[config.mk]
export PLATFORM = sky130hd
export DESIGN_NAME = aqdc_top
export DESIGN_NICKNAME = d
export VERILOG_FILES = /design/src/aqdc_top.v
export VERILOG_INCLUDE_DIRS = /design/src /design/src/inc
export SDC_FILE = /design/constraint.sdc
export NUM_CORES = 2
export LEC_CHECK = 0
export ABC_CLOCK_PERIOD_IN_PS = 13300
export BUFFER_PORTS_ARGS = -buffer_cell sky130_fd_sc_hd__buf_2
export CAP_MARGIN = 20
export CORE_ASPECT_RATIO = 0.6
export CORE_MARGIN = 5
export CORE_UTILIZATION = 36
export CTS_BUF_LIST = sky130_fd_sc_hd__clkbuf_8
export DETAILED_ROUTE_END_ITERATION = 8
export PLACE_DENSITY_LB_ADDON = 0.1
export SLEW_MARGIN = 20
export SYNTH_ARGS = -nofsm -noshare
export SYNTH_HDL_FRONTEND = slang
export SYNTH_SLANG_ARGS = --single-unit
[constraint.sdc]
create_clock -name sys_clk -period 13.3 [get_ports sys_clk]
set_input_delay 1.33 -clock sys_clk [delete_from_list [all_inputs] [get_ports sys_clk]]
set_output_delay 1.33 -clock sys_clk [all_outputs]
set_load 0.005 [all_outputs]
[src/inc/aqdc_regs.vh]
// Register map, field positions, codes and reset values of the queued converter control
`ifndef AQDC_REGS_VH
`define AQDC_REGS_VH
// Byte offsets on the register port
`define AQDC_OFS_CTRL 8'h00
`define AQDC_OFS_TRIG 8'h04
`define AQDC_OFS_GAIN 8'h08
`define AQDC_OFS_BIAS 8'h0C
`define AQDC_OFS_CQ0 8'h10
`define AQDC_OFS_CQ1 8'h14
`define AQDC_OFS_PRIO 8'h18
`define AQDC_OFS_COEF 8'h1C
`define AQDC_OFS_FIN 8'h20
`define AQDC_OFS_FOUT 8'h24
`define AQDC_OFS_STAT 8'h28
`define AQDC_OFS_QCLR 8'h2C
// Control register fields
`define AQDC_CTRL_STREAM 0
`define AQDC_CTRL_FEN 1
`define AQDC_CTRL_FINT 2
`define AQDC_CTRL_FIIR 3
`define AQDC_CTRL_TSEN 4
`define AQDC_CTRL_TSSEL 5
`define AQDC_CTRL_DEC 8
`define AQDC_CTRL_RST 16'h0000
// Trigger select: per queue 2-bit source then 2-bit timer index
`define AQDC_TRIG_QW 4
`define AQDC_TRIG_IDX 2
`define AQDC_TRIG_LEGACY 2'h0
`define AQDC_TRIG_PIT 2'h1
`define AQDC_TRIG_TPAND 2'h2
`define AQDC_TRIG_RST 8'h00
// Gain and bias codes, two bits per differential channel
`define AQDC_GAIN_X1 2'h0
`define AQDC_GAIN_X2 2'h1
`define AQDC_GAIN_X4 2'h2
`define AQDC_BIAS_NONE 2'h0
`define AQDC_BIAS_UP 2'h1
`define AQDC_BIAS_DOWN 2'h2
`define AQDC_BIAS_CENTRE 2'h3
// Queue depths and identifiers
`define AQDC_Q0_DEPTH_LEGACY 4'h4
`define AQDC_Q0_DEPTH_STREAM 4'h8
`define AQDC_Q1_DEPTH 4'h4
`define AQDC_QID_PRIO 2'h2
// Coefficient write: index field position, filter tap layout
`define AQDC_COEF_IDX 24
`define AQDC_FIR_LAST 4'h8
`define AQDC_IIR_FB 4'h5
`define AQDC_FRAC 23
`endif

[src/aqdc_top.v]
// Command queues, priority abort, triggers, analog settings, stamping and decimation filter
//
// Behaviour
// Without streaming, a command is removed from its queue once dispatched.
// Streaming option keeps dispatched commands valid in the queue.
// Only command queue zero can stream; queue one always removes commands.
// With streaming on, queue zero holds eight commands.
// Streaming queue converts its stored commands again and again unattended.
// Priority command aborts the running conversion and is converted next.
// The aborted conversion is restarted after the priority conversion ends.
// Filter runs as IIR up to order four or FIR up to eight.
// Filter uses 24-bit programmable coefficients and a 51-bit accumulator.
// Standalone filter takes samples from software and returns results there.
// Integrated filter takes converter results and feeds the result queue.
// One time base of the shared bus stamps conversion results.
// Gain per differential channel selects times one, two or four.
// Bias per channel selects pull-up, pull-down, centre or none.
// Triggers come from periodic timers or timer outputs ANDed with them.
// Trigger selection resets to the legacy mapping.
// All added features reset disabled or legacy compatible.
// Streaming read pointer wraps to the first entry after the last.
// Software loads queue zero before streaming and leaves it untouched.
`timescale 1ns/1ps
`include "aqdc_regs.vh"

module aqdc_top #(
	parameter NDIFF = 4,
	parameter NPIT = 4,
	parameter NTB = 4,
	parameter TB_W = 24
) (
	input wire sys_clk,
	input wire rst_n,
	input wire [7:0] reg_addr,
	input wire [31:0] reg_wdata,
	input wire reg_wr,
	input wire reg_rd,
	output reg [31:0] reg_rdata,
	input wire [1:0] ext_trig,
	input wire [NPIT-1:0] pit_trig,
	input wire [NPIT-1:0] tp_trig,
	input wire [NTB*TB_W-1:0] tb_bus,
	output reg conv_cmd_valid,
	output reg [31:0] conv_cmd_data,
	output reg conv_abort,
	input wire conv_res_valid,
	input wire [15:0] conv_res_data,
	output reg res_valid,
	output reg [15:0] res_data,
	output reg [1:0] res_queue,
	output reg [TB_W-1:0] res_stamp,
	output wire [2*NDIFF-1:0] gain_sel,
	output wire [2*NDIFF-1:0] bias_sel
);

////////////////////////////////////////////////////////////////////////////////
// Configuration registers
reg [15:0] ctrl_r;
reg [7:0] trig_r;
reg [2*NDIFF-1:0] gain_r;
reg [2*NDIFF-1:0] bias_r;
wire stream = ctrl_r[`AQDC_CTRL_STREAM];
wire f_en = ctrl_r[`AQDC_CTRL_FEN];
wire f_int = ctrl_r[`AQDC_CTRL_FINT];
wire f_iir = ctrl_r[`AQDC_CTRL_FIIR];
wire ts_en = ctrl_r[`AQDC_CTRL_TSEN];
wire [1:0] ts_sel = ctrl_r[`AQDC_CTRL_TSSEL +: 2];
wire [3:0] dec_n = ctrl_r[`AQDC_CTRL_DEC +: 4];
wire wr_hit = reg_wr;

assign gain_sel = gain_r;
assign bias_sel = bias_r;

// Reset leaves streaming, filter, stamping off and gain x1, no bias
always @(posedge sys_clk) begin
	if (!rst_n) begin
		ctrl_r <= `AQDC_CTRL_RST;
		trig_r <= `AQDC_TRIG_RST;
		gain_r <= {NDIFF{`AQDC_GAIN_X1}};
		bias_r <= {NDIFF{`AQDC_BIAS_NONE}};
	end else if (wr_hit) begin
		case (reg_addr)
			`AQDC_OFS_CTRL: ctrl_r <= reg_wdata[15:0];
			`AQDC_OFS_TRIG: trig_r <= reg_wdata[7:0];
			`AQDC_OFS_GAIN: gain_r <= reg_wdata[2*NDIFF-1:0];
			`AQDC_OFS_BIAS: bias_r <= reg_wdata[2*NDIFF-1:0];
			default: ;
		endcase
	end
end

////////////////////////////////////////////////////////////////////////////////
// Trigger selection; the legacy pins are asynchronous, timer outputs share the clock
reg [1:0] ext_s1_r;
reg [1:0] ext_s2_r;
reg [1:0] tprev_r;
reg [1:0] tsel;
reg [1:0] src;
reg [1:0] idx;
integer t;

always @(posedge sys_clk) begin
	if (!rst_n) begin
		ext_s1_r <= 2'h0;
		ext_s2_r <= 2'h0;
		tprev_r <= 2'h0;
	end else begin
		ext_s1_r <= ext_trig;
		ext_s2_r <= ext_s1_r;
		tprev_r <= tsel;
	end
end

// Each queue picks its start source
always @* begin
	tsel = 2'h0;
	src = 2'h0;
	idx = 2'h0;
	for (t = 0; t < 2; t = t + 1) begin
		src = trig_r[t*`AQDC_TRIG_QW +: 2];
		idx = trig_r[t*`AQDC_TRIG_QW+`AQDC_TRIG_IDX +: 2];
		case (src)
			`AQDC_TRIG_PIT: tsel[t] = pit_trig[idx];
			`AQDC_TRIG_TPAND: tsel[t] = tp_trig[idx] & pit_trig[idx];
			default: tsel[t] = ext_s2_r[t];
		endcase
	end
end
wire [1:0] trig_edge = tsel & ~tprev_r;

////////////////////////////////////////////////////////////////////////////////
// Command queues and dispatch to the converter
reg [31:0] cq_mem [0:15];
reg [5:0] rp_r;
reg [5:0] wp_r;
reg [7:0] cnt_r;
reg [1:0] armed_r;
reg busy_r;
reg [1:0] cur_q_r;
reg [31:0] cur_cmd_r;
reg prio_pend_r;
reg [31:0] prio_cmd_r;
reg resume_pend_r;
reg [1:0] resume_q_r;
reg [31:0] resume_cmd_r;
wire [3:0] cnt0 = cnt_r[3:0];
wire [3:0] cnt1 = cnt_r[7:4];
wire [3:0] depth0 = stream ? `AQDC_Q0_DEPTH_STREAM : `AQDC_Q0_DEPTH_LEGACY;
wire [2:0] rp0 = rp_r[2:0];
wire [2:0] rp1 = rp_r[5:3];
wire [2:0] rp0_inc = rp0 + 3'h1;
wire [2:0] rp1_inc = rp1 + 3'h1;
wire go0 = armed_r[0] && cnt0 != 4'h0;
wire go1 = armed_r[1] && cnt1 != 4'h0;
wire res_done = conv_res_valid && busy_r;
wire do_abort = prio_pend_r && busy_r && cur_q_r != `AQDC_QID_PRIO && !res_done;
wire idle = !busy_r || res_done;
wire push0 = wr_hit && reg_addr == `AQDC_OFS_CQ0 && cnt0 < depth0;
wire push1 = wr_hit && reg_addr == `AQDC_OFS_CQ1 && cnt1 < `AQDC_Q1_DEPTH;
wire prio_wr = wr_hit && reg_addr == `AQDC_OFS_PRIO;
wire [TB_W-1:0] tb_pick = tb_bus[ts_sel*TB_W +: TB_W];
integer q;

always @(posedge sys_clk) begin
	if (!rst_n) begin
		rp_r <= 6'h00;
		wp_r <= 6'h00;
		cnt_r <= 8'h00;
		armed_r <= 2'h0;
		busy_r <= 1'b0;
		cur_q_r <= 2'h0;
		cur_cmd_r <= 32'h0000_0000;
		prio_pend_r <= 1'b0;
		prio_cmd_r <= 32'h0000_0000;
		resume_pend_r <= 1'b0;
		resume_q_r <= 2'h0;
		resume_cmd_r <= 32'h0000_0000;
		conv_cmd_valid <= 1'b0;
		conv_cmd_data <= 32'h0000_0000;
		conv_abort <= 1'b0;
	end else begin
		conv_cmd_valid <= 1'b0;
		conv_abort <= 1'b0;
		// Trigger edges arm a queue; a FIFO queue disarms once drained
		for (q = 0; q < 2; q = q + 1) begin
			if (trig_edge[q])
				armed_r[q] <= 1'b1;
		end
		// Pushes; a full queue ignores the write
		if (push0) begin
			cq_mem[{1'b0, wp_r[2:0]}] <= reg_wdata;
			wp_r[2:0] <= wp_r[2:0] + 3'h1;
		end
		if (push1) begin
			cq_mem[{1'b1, wp_r[5:3]}] <= reg_wdata;
			wp_r[5:3] <= wp_r[5:3] + 3'h1;
		end
		if (prio_wr) begin
			prio_pend_r <= 1'b1;
			prio_cmd_r <= reg_wdata;
		end
		if (res_done)
			busy_r <= 1'b0;
		// Counts: pushes add, FIFO dispatch subtracts below
		cnt_r <= {cnt1 + {3'h0, push1}, cnt0 + {3'h0, push0}};
		if (do_abort) begin
			// Priority bypasses queued work and kills the running conversion
			conv_abort <= 1'b1;
			busy_r <= 1'b0;
			resume_pend_r <= 1'b1;
			resume_q_r <= cur_q_r;
			resume_cmd_r <= cur_cmd_r;
		end else if (idle && prio_pend_r) begin
			conv_cmd_valid <= 1'b1;
			conv_cmd_data <= prio_cmd_r;
			cur_cmd_r <= prio_cmd_r;
			cur_q_r <= `AQDC_QID_PRIO;
			busy_r <= 1'b1;
			prio_pend_r <= prio_wr; // A priority written in this very cycle is not lost
		end else if (idle && resume_pend_r) begin
			conv_cmd_valid <= 1'b1;
			conv_cmd_data <= resume_cmd_r;
			cur_cmd_r <= resume_cmd_r;
			cur_q_r <= resume_q_r;
			busy_r <= 1'b1;
			resume_pend_r <= 1'b0;
		end else if (idle && go0) begin
			conv_cmd_valid <= 1'b1;
			conv_cmd_data <= cq_mem[{1'b0, rp0}];
			cur_cmd_r <= cq_mem[{1'b0, rp0}];
			cur_q_r <= 2'h0;
			busy_r <= 1'b1;
			if (stream) begin
				// Entries stay valid and are replayed from the first one
				rp_r[2:0] <= ({1'b0, rp0_inc} == cnt0) ? 3'h0 : rp0_inc;
			end else begin
				rp_r[2:0] <= rp0_inc;
				cnt_r[3:0] <= cnt0 - 4'h1 + {3'h0, push0};
				if (cnt0 == 4'h1 && !trig_edge[0])
					armed_r[0] <= 1'b0;
			end
		end else if (idle && go1) begin
			// Queue one never streams
			conv_cmd_valid <= 1'b1;
			conv_cmd_data <= cq_mem[{1'b1, rp1}];
			cur_cmd_r <= cq_mem[{1'b1, rp1}];
			cur_q_r <= 2'h1;
			busy_r <= 1'b1;
			rp_r[5:3] <= rp1_inc;
			cnt_r[7:4] <= cnt1 - 4'h1 + {3'h0, push1};
			if (cnt1 == 4'h1 && !trig_edge[1])
				armed_r[1] <= 1'b0;
		end
		// Flush restarts a queue so streaming commands can be reloaded
		if (wr_hit && reg_addr == `AQDC_OFS_QCLR) begin
			for (q = 0; q < 2; q = q + 1) begin
				if (reg_wdata[q]) begin
					rp_r[q*3 +: 3] <= 3'h0;
					wp_r[q*3 +: 3] <= 3'h0;
					cnt_r[q*4 +: 4] <= 4'h0;
					armed_r[q] <= 1'b0;
				end
			end
		end
	end
end

////////////////////////////////////////////////////////////////////////////////
// Decimation filter: one multiply-accumulate per cycle over nine taps
reg signed [23:0] coef_r [0:8];
reg signed [15:0] xh_r [0:8];
reg signed [15:0] yh_r [0:3];
reg signed [50:0] acc_r;
reg [3:0] k_r;
reg f_busy_r;
reg [3:0] dec_cnt_r;
reg [1:0] f_q_r;
reg [TB_W-1:0] f_stamp_r;
reg [15:0] fout_r;
reg fout_v_r;
reg signed [15:0] op;
wire [3:0] kfb = k_r - `AQDC_IIR_FB;
wire signed [39:0] prod = coef_r[k_r] * op;
wire signed [50:0] acc_sum = acc_r + {{11{prod[39]}}, prod};
wire [15:0] y_out = acc_sum[`AQDC_FRAC+15:`AQDC_FRAC];
wire fin_wr = wr_hit && reg_addr == `AQDC_OFS_FIN && f_en && !f_int;
wire fint_in = res_done && !do_abort && f_en && f_int;
wire f_start = (fin_wr || fint_in) && !f_busy_r;
wire [15:0] f_sample = f_int ? conv_res_data : reg_wdata[15:0];
wire f_last = k_r == `AQDC_FIR_LAST;
wire fout_rd = reg_rd && reg_addr == `AQDC_OFS_FOUT;
integer i;

// Taps above the feedback point read past outputs in IIR mode
always @* begin
	op = xh_r[k_r];
	if (f_iir && k_r >= `AQDC_IIR_FB)
		op = yh_r[kfb[1:0]];
end

// Coefficient writes carry their tap index
always @(posedge sys_clk) begin
	if (wr_hit && reg_addr == `AQDC_OFS_COEF)
		coef_r[reg_wdata[`AQDC_COEF_IDX +: 4]] <= reg_wdata[23:0];
end

// Samples that arrive while the filter is busy are dropped; nine cycles is far
// below a conversion time, so this only bites on back-to-back software writes
always @(posedge sys_clk) begin
	if (!rst_n) begin
		acc_r <= 51'h0;
		k_r <= 4'h0;
		f_busy_r <= 1'b0;
		dec_cnt_r <= 4'h0;
		f_q_r <= 2'h0;
		f_stamp_r <= {TB_W{1'b0}};
		fout_r <= 16'h0000;
		fout_v_r <= 1'b0;
		for (i = 0; i < 9; i = i + 1)
			xh_r[i] <= 16'h0000;
		for (i = 0; i < 4; i = i + 1)
			yh_r[i] <= 16'h0000;
	end else begin
		if (fout_rd)
			fout_v_r <= 1'b0;
		if (f_start) begin
			for (i = 8; i > 0; i = i - 1)
				xh_r[i] <= xh_r[i-1];
			xh_r[0] <= f_sample;
			acc_r <= 51'h0;
			k_r <= 4'h0;
			f_busy_r <= 1'b1;
			f_q_r <= cur_q_r;
			f_stamp_r <= ts_en ? tb_pick : {TB_W{1'b0}};
		end else if (f_busy_r) begin
			acc_r <= acc_sum;
			k_r <= k_r + 4'h1;
			if (f_last) begin
				f_busy_r <= 1'b0;
				for (i = 3; i > 0; i = i - 1)
					yh_r[i] <= yh_r[i-1];
				yh_r[0] <= y_out;
				dec_cnt_r <= (dec_cnt_r == dec_n) ? 4'h0 : dec_cnt_r + 4'h1;
				if (dec_cnt_r == dec_n && !f_int) begin
					fout_r <= y_out;
					fout_v_r <= 1'b1;
				end
			end
		end
	end
end

////////////////////////////////////////////////////////////////////////////////
// Result port: direct converter results or decimated filter output
always @(posedge sys_clk) begin
	if (!rst_n) begin
		res_valid <= 1'b0;
		res_data <= 16'h0000;
		res_queue <= 2'h0;
		res_stamp <= {TB_W{1'b0}};
	end else begin
		res_valid <= 1'b0;
		if (f_busy_r && f_last && f_int && dec_cnt_r == dec_n) begin
			res_valid <= 1'b1;
			res_data <= y_out;
			res_queue <= f_q_r;
			res_stamp <= f_stamp_r;
		end else if (res_done && !do_abort && !(f_en && f_int)) begin
			res_valid <= 1'b1;
			res_data <= conv_res_data;
			res_queue <= cur_q_r;
			res_stamp <= ts_en ? tb_pick : {TB_W{1'b0}};
		end
	end
end

////////////////////////////////////////////////////////////////////////////////
// Read port: data stand only in the cycle after the strobe
reg [31:0] rd_val;
always @* begin
	case (reg_addr)
		`AQDC_OFS_CTRL: rd_val = {16'h0000, ctrl_r};
		`AQDC_OFS_TRIG: rd_val = {24'h000000, trig_r};
		`AQDC_OFS_GAIN: rd_val = {{(32-2*NDIFF){1'b0}}, gain_r};
		`AQDC_OFS_BIAS: rd_val = {{(32-2*NDIFF){1'b0}}, bias_r};
		`AQDC_OFS_FOUT: rd_val = {16'h0000, fout_r};
		`AQDC_OFS_STAT: rd_val = {17'h0, f_busy_r, armed_r, resume_pend_r,
			prio_pend_r, fout_v_r, busy_r, cnt1, cnt0};
		default: rd_val = 32'h0000_0000;
	endcase
end

always @(posedge sys_clk) begin
	if (!rst_n)
		reg_rdata <= 32'h0000_0000;
	else
		reg_rdata <= reg_rd ? rd_val : 32'h0000_0000;
end

endmodule

==> implementation parameters <==
Parameter                              Value

Run status
  Run status    finished clean

Logic synthesis
  Share of synthesized area spent on multiplexers    0.116
  Average footprint of a synthesized cell    12.6 um2
  Synth Area in Simple Gates    0.0976
  Async S/R FF share, synth    0
  Fraction of the mapped netlist area in compound gates    0.0658
  Commonest register cell after synthesis    edfxtp_1
  Gate count of the mapped netlist    5263
  Combinational family with the most area after synthesis    adder cells
  Number of synthesized register bits    1263
  Count of flip-flops with a built-in enable after synthesis    936
  Post-synthesis cell area    0.0665 mm2
  Syn. warnings    0
  Share of the synthesized netlist area taken by xor and xnor gates    0.0124
  Distinct cell type count after synthesis    83
  Area share of fa/ha/maj cells after synthesis    0.141
  Register area share after synthesis    0.521

Timing
  Setup TNS after final layout    0 ps
  Worst clock skew    61.3 ps
  Post-Route Hold Slack    432 ps
  Count of pins over their slew limit    0
  Time the worst path needs with I/O delays and setup    11900 ps
  Setup repair after global routing missed its margin    false
  Slew headroom    0.144
  Ratio of final minimum period to clock period    0.895
  Final-report setup violation count    0
  Hold Fails Final Rpt    0
  Fin worst setup slack    1400 ps
  Highest achievable clock rate    84.0 MHz
  Pin slew with the least headroom to its limit    1280 ps

Clock network
  CTS tree    done
  Clock network latency to the later pin of the worst-skew pair    920 ps
  Clock transition at the registers of the reported paths    60 ps
  Number of buffers between clock root and the deepest sink    3
  # Post-CTS Setup Buffers    0
  CTS buffer count    196
  Sink count of the clock tree    1263
  H-tree depth reported by CTS    4
  Post-CTS sizing    0
  Number of hold buffers added after cts    0
  CTS root buffer    clkbuf_8

Floorplanning
  Core ar.    0.184 mm2
  Die extent in x    565 um
  Die Footprint    0.194 mm2
  Initial standard-cell utilization of the core    0.361
  Vertical die dimension    343 um
  Total number of placement rows    122
  Number of primary I/O pins    292

Setup path
  Endpoint of the most critical register-to-register path    yh_r[0][11]$_SDFFCE_PN0P_
  Number of cells traversed by the worst register-to-register path    32
  Maximum fanout along the worst path    19
  Number of buffer and inverter instances along the worst setup path    5
  Largest stage delay on the critical path    1010 ps
  Cell occurring most often along the worst timing path    fa_1
  Path type of the worst setup path    flop to flop
  Delay-heaviest family, CP    compound AO/OA/AOI/OAI gates
  Internal reg-to-reg setup slack    1400 ps
  Data arrival time of the critical path    12510 ps
  Nature of the critical path startpoint    flop
  Critical path data required time    13910 ps
  Worst path slowest cell    o21ai_1
  Type of element capturing the critical path    flop

Drt
  Number of optimization iterations in the first detailed-route pass    7
  Number of vias after detailed routing    43500
  DR WL/cell    25.7 um
  Number of vias per cell    5.30
  Final Routed Wirelength    211 mm
  Initial drt markers    4735
  Residual antenna-violating net count after detailed routing    0
  Post-route DRC    0

Global routing
  Largest net degree at the start of global routing    188
  Total overflow reported by the global router    0
  Wire length of the first global-routing pass    306 mm
  Initial antenna violation count    21
  Via count of the first global-routing pass    43700
  Total routing usage reported by global routing    0.216

Run
  Number of max-capacitance violations reported    0

Worst hold path
  Worst hold path type    flop to flop
  Start point of the worst hold path    ext_s1_r[0]$_SDFF_PN0_
  Hold Path Depth    1
  Min-Delay Endpoint    ext_s2_r[0]$_SDFF_PN0_

Cells and area
  Fraction of layout instances using a drive strength above 1    0.172
  Synthesis-to-layout area growth    12.3%
  Commonest non-fill, non-tap cell in the layout    edfxtp_1
  Final Net Count    6246
  Commonest cells after routing, fill and taps aside    edfxtp_1 (936), inv_1 (569), nand2_1 (547)
  Count of filler cells inserted in the layout    17500

Placed design
  Worst Setup Slack post-DPL    1590 ps
  Final weighted congestion in routability-driven placement    0.895
  HPWL after detailed placement    143 mm
  Port Buffers    275

Power and ir drop
  Highest ir drop seen on vdd    0.152 mV
  Pwr/cell area    157 mW/mm2
  Leak pwr    0.0284 uW
==> power breakdown <==
group | internal, uW | leakage [uW] | total (uW) | switching [uW]
Combinational | 1360 | 0.0148 | 4290 | 2930
Clock | 1560 | 0.00223 | 3180 | 1620
Sequential | 4250 | 0.0113 | 4260 | 12.2
==> worst max path at each step <==
stage          slack (ps)                   endpoint  depth (start not counted)
2_1_floorplan        2440  yh_r[0][15]$_SDFFCE_PN0P_                         38
3_3_place_gp         1620  yh_r[0][11]$_SDFFCE_PN0P_                         32
3_5_place_dp         1590  yh_r[0][11]$_SDFFCE_PN0P_                         32
4_1_cts              1500  yh_r[0][11]$_SDFFCE_PN0P_                         32
5_1_grt               970  yh_r[0][11]$_SDFFCE_PN0P_                         32
6_report             1400  yh_r[0][11]$_SDFFCE_PN0P_                         32
==> stage by stage <==
stage / area [um2] / std cells / total power (uW) / util
2_1_floorplan: 66600 / 5278 / 6760 / -
3_3_place_gp: 70900 / 7830 / 8520 / 0.385
3_5_place_dp: 70900 / 7831 / 8490 / 0.385
4_1_cts: 74600 / 8199 / 11700 / 0.405
5_1_grt: 74700 / 8202 / 12300 / 0.406
6_report: 74700 / 8210 / 11700 / 0.406
==> registers in the layout (all words and copies together), names as in the netlist, 32 cells and up, named ones only <==
signal        flops
acc_r            39
coef_r          216
cq_mem          512
cur_cmd_r        32
prio_cmd_r       32
resume_cmd_r     32
xh_r            144
yh_r             64
==> cell usage after synthesis (5+ instances only) <==
| cell | count | area share |
|---|---|---|
| buf_2 | 32 | 0.0024 |
| o21bai_1 | 5 | 0.00056 |
| ha_1 | 160 | 0.030 |
| or2_2 | 12 | 0.0011 |
| o21ai_0 | 93 | 0.0070 |
| nor3_1 | 25 | 0.0019 |
| nand3_1 | 58 | 0.0044 |
| nand2b_1 | 41 | 0.0039 |
| o211ai_1 | 14 | 0.0016 |
| buf_4 | 20 | 0.0023 |
| mux2_2 | 22 | 0.0037 |
| and3_1 | 184 | 0.017 |
| a211oi_1 | 89 | 0.010 |
| o21ai_1 | 18 | 0.0014 |
| clkbuf_1 | 229 | 0.013 |
| a21o_1 | 32 | 0.0036 |
| a21oi_1 | 296 | 0.022 |
| a222oi_1 | 7 | 0.0011 |
| o21a_1 | 24 | 0.0027 |
| nand4_1 | 13 | 0.0012 |
| edfxtp_1 | 936 | 0.42 |
| inv_1 | 484 | 0.027 |
| a22oi_1 | 27 | 0.0030 |
| nor4_1 | 5 | 0.00047 |
| or3_1 | 6 | 0.00056 |
| and2_1 | 58 | 0.0055 |
| buf_1 | 20 | 0.0011 |
| nand2_1 | 551 | 0.031 |
| xnor2_1 | 60 | 0.0079 |
| o22ai_1 | 40 | 0.0038 |
| xor2_1 | 34 | 0.0045 |
| nor2b_1 | 24 | 0.0023 |
| dfxtp_1 | 327 | 0.098 |
| nor2_1 | 416 | 0.023 |
| nand3b_1 | 8 | 0.00090 |
| mux2i_1 | 182 | 0.027 |
| fa_1 | 369 | 0.11 |
| a31oi_1 | 20 | 0.0019 |
| mux4_2 | 248 | 0.084 |
==> layer usage <==
| metal | part of all wire | vias up | GRT usage |
|---|---|---|---|
| met1 | 0.51 | 22200 | 0.349 |
| met5 | 0.00027 | - | 0 |
| met2 | 0.38 | 1823 | 0.278 |
| li1 | - | 19200 | - |
| met4 | 0.015 | 10 | 0.0438 |
| met3 | 0.099 | 194 | 0.0671 |
==> area by class of cell <==
| class | count | area [um2] | area share |
|---|---|---|---|
| Clock inverter | 160 | 885 | 0.0118 |
| Sequential cell | 1263 | 34700 | 0.464 |
| Tap cell | 2480 | 3100 | 0.0416 |
| Clock buffer | 208 | 2860 | 0.0383 |
| Inverter | 485 | 1830 | 0.0245 |
| Timing Repair Buffer | 376 | 2190 | 0.0293 |
| Antenna cell | 10 | 25.0 | 0.000335 |
| Multi-Input combinational cell | 3228 | 29100 | 0.390 |
==> cells by family after synthesis <==
| group | after synthesis |
|---|---|
| simple gates | 1426 |
| other cells | 1 |
| fa+ha+maj | 529 |
| xor+xnor | 94 |
| buf+inv | 787 |
| flops | 1263 |
| compound gates | 708 |
| mux | 455 |
Power figures use the tool's default switching activity.
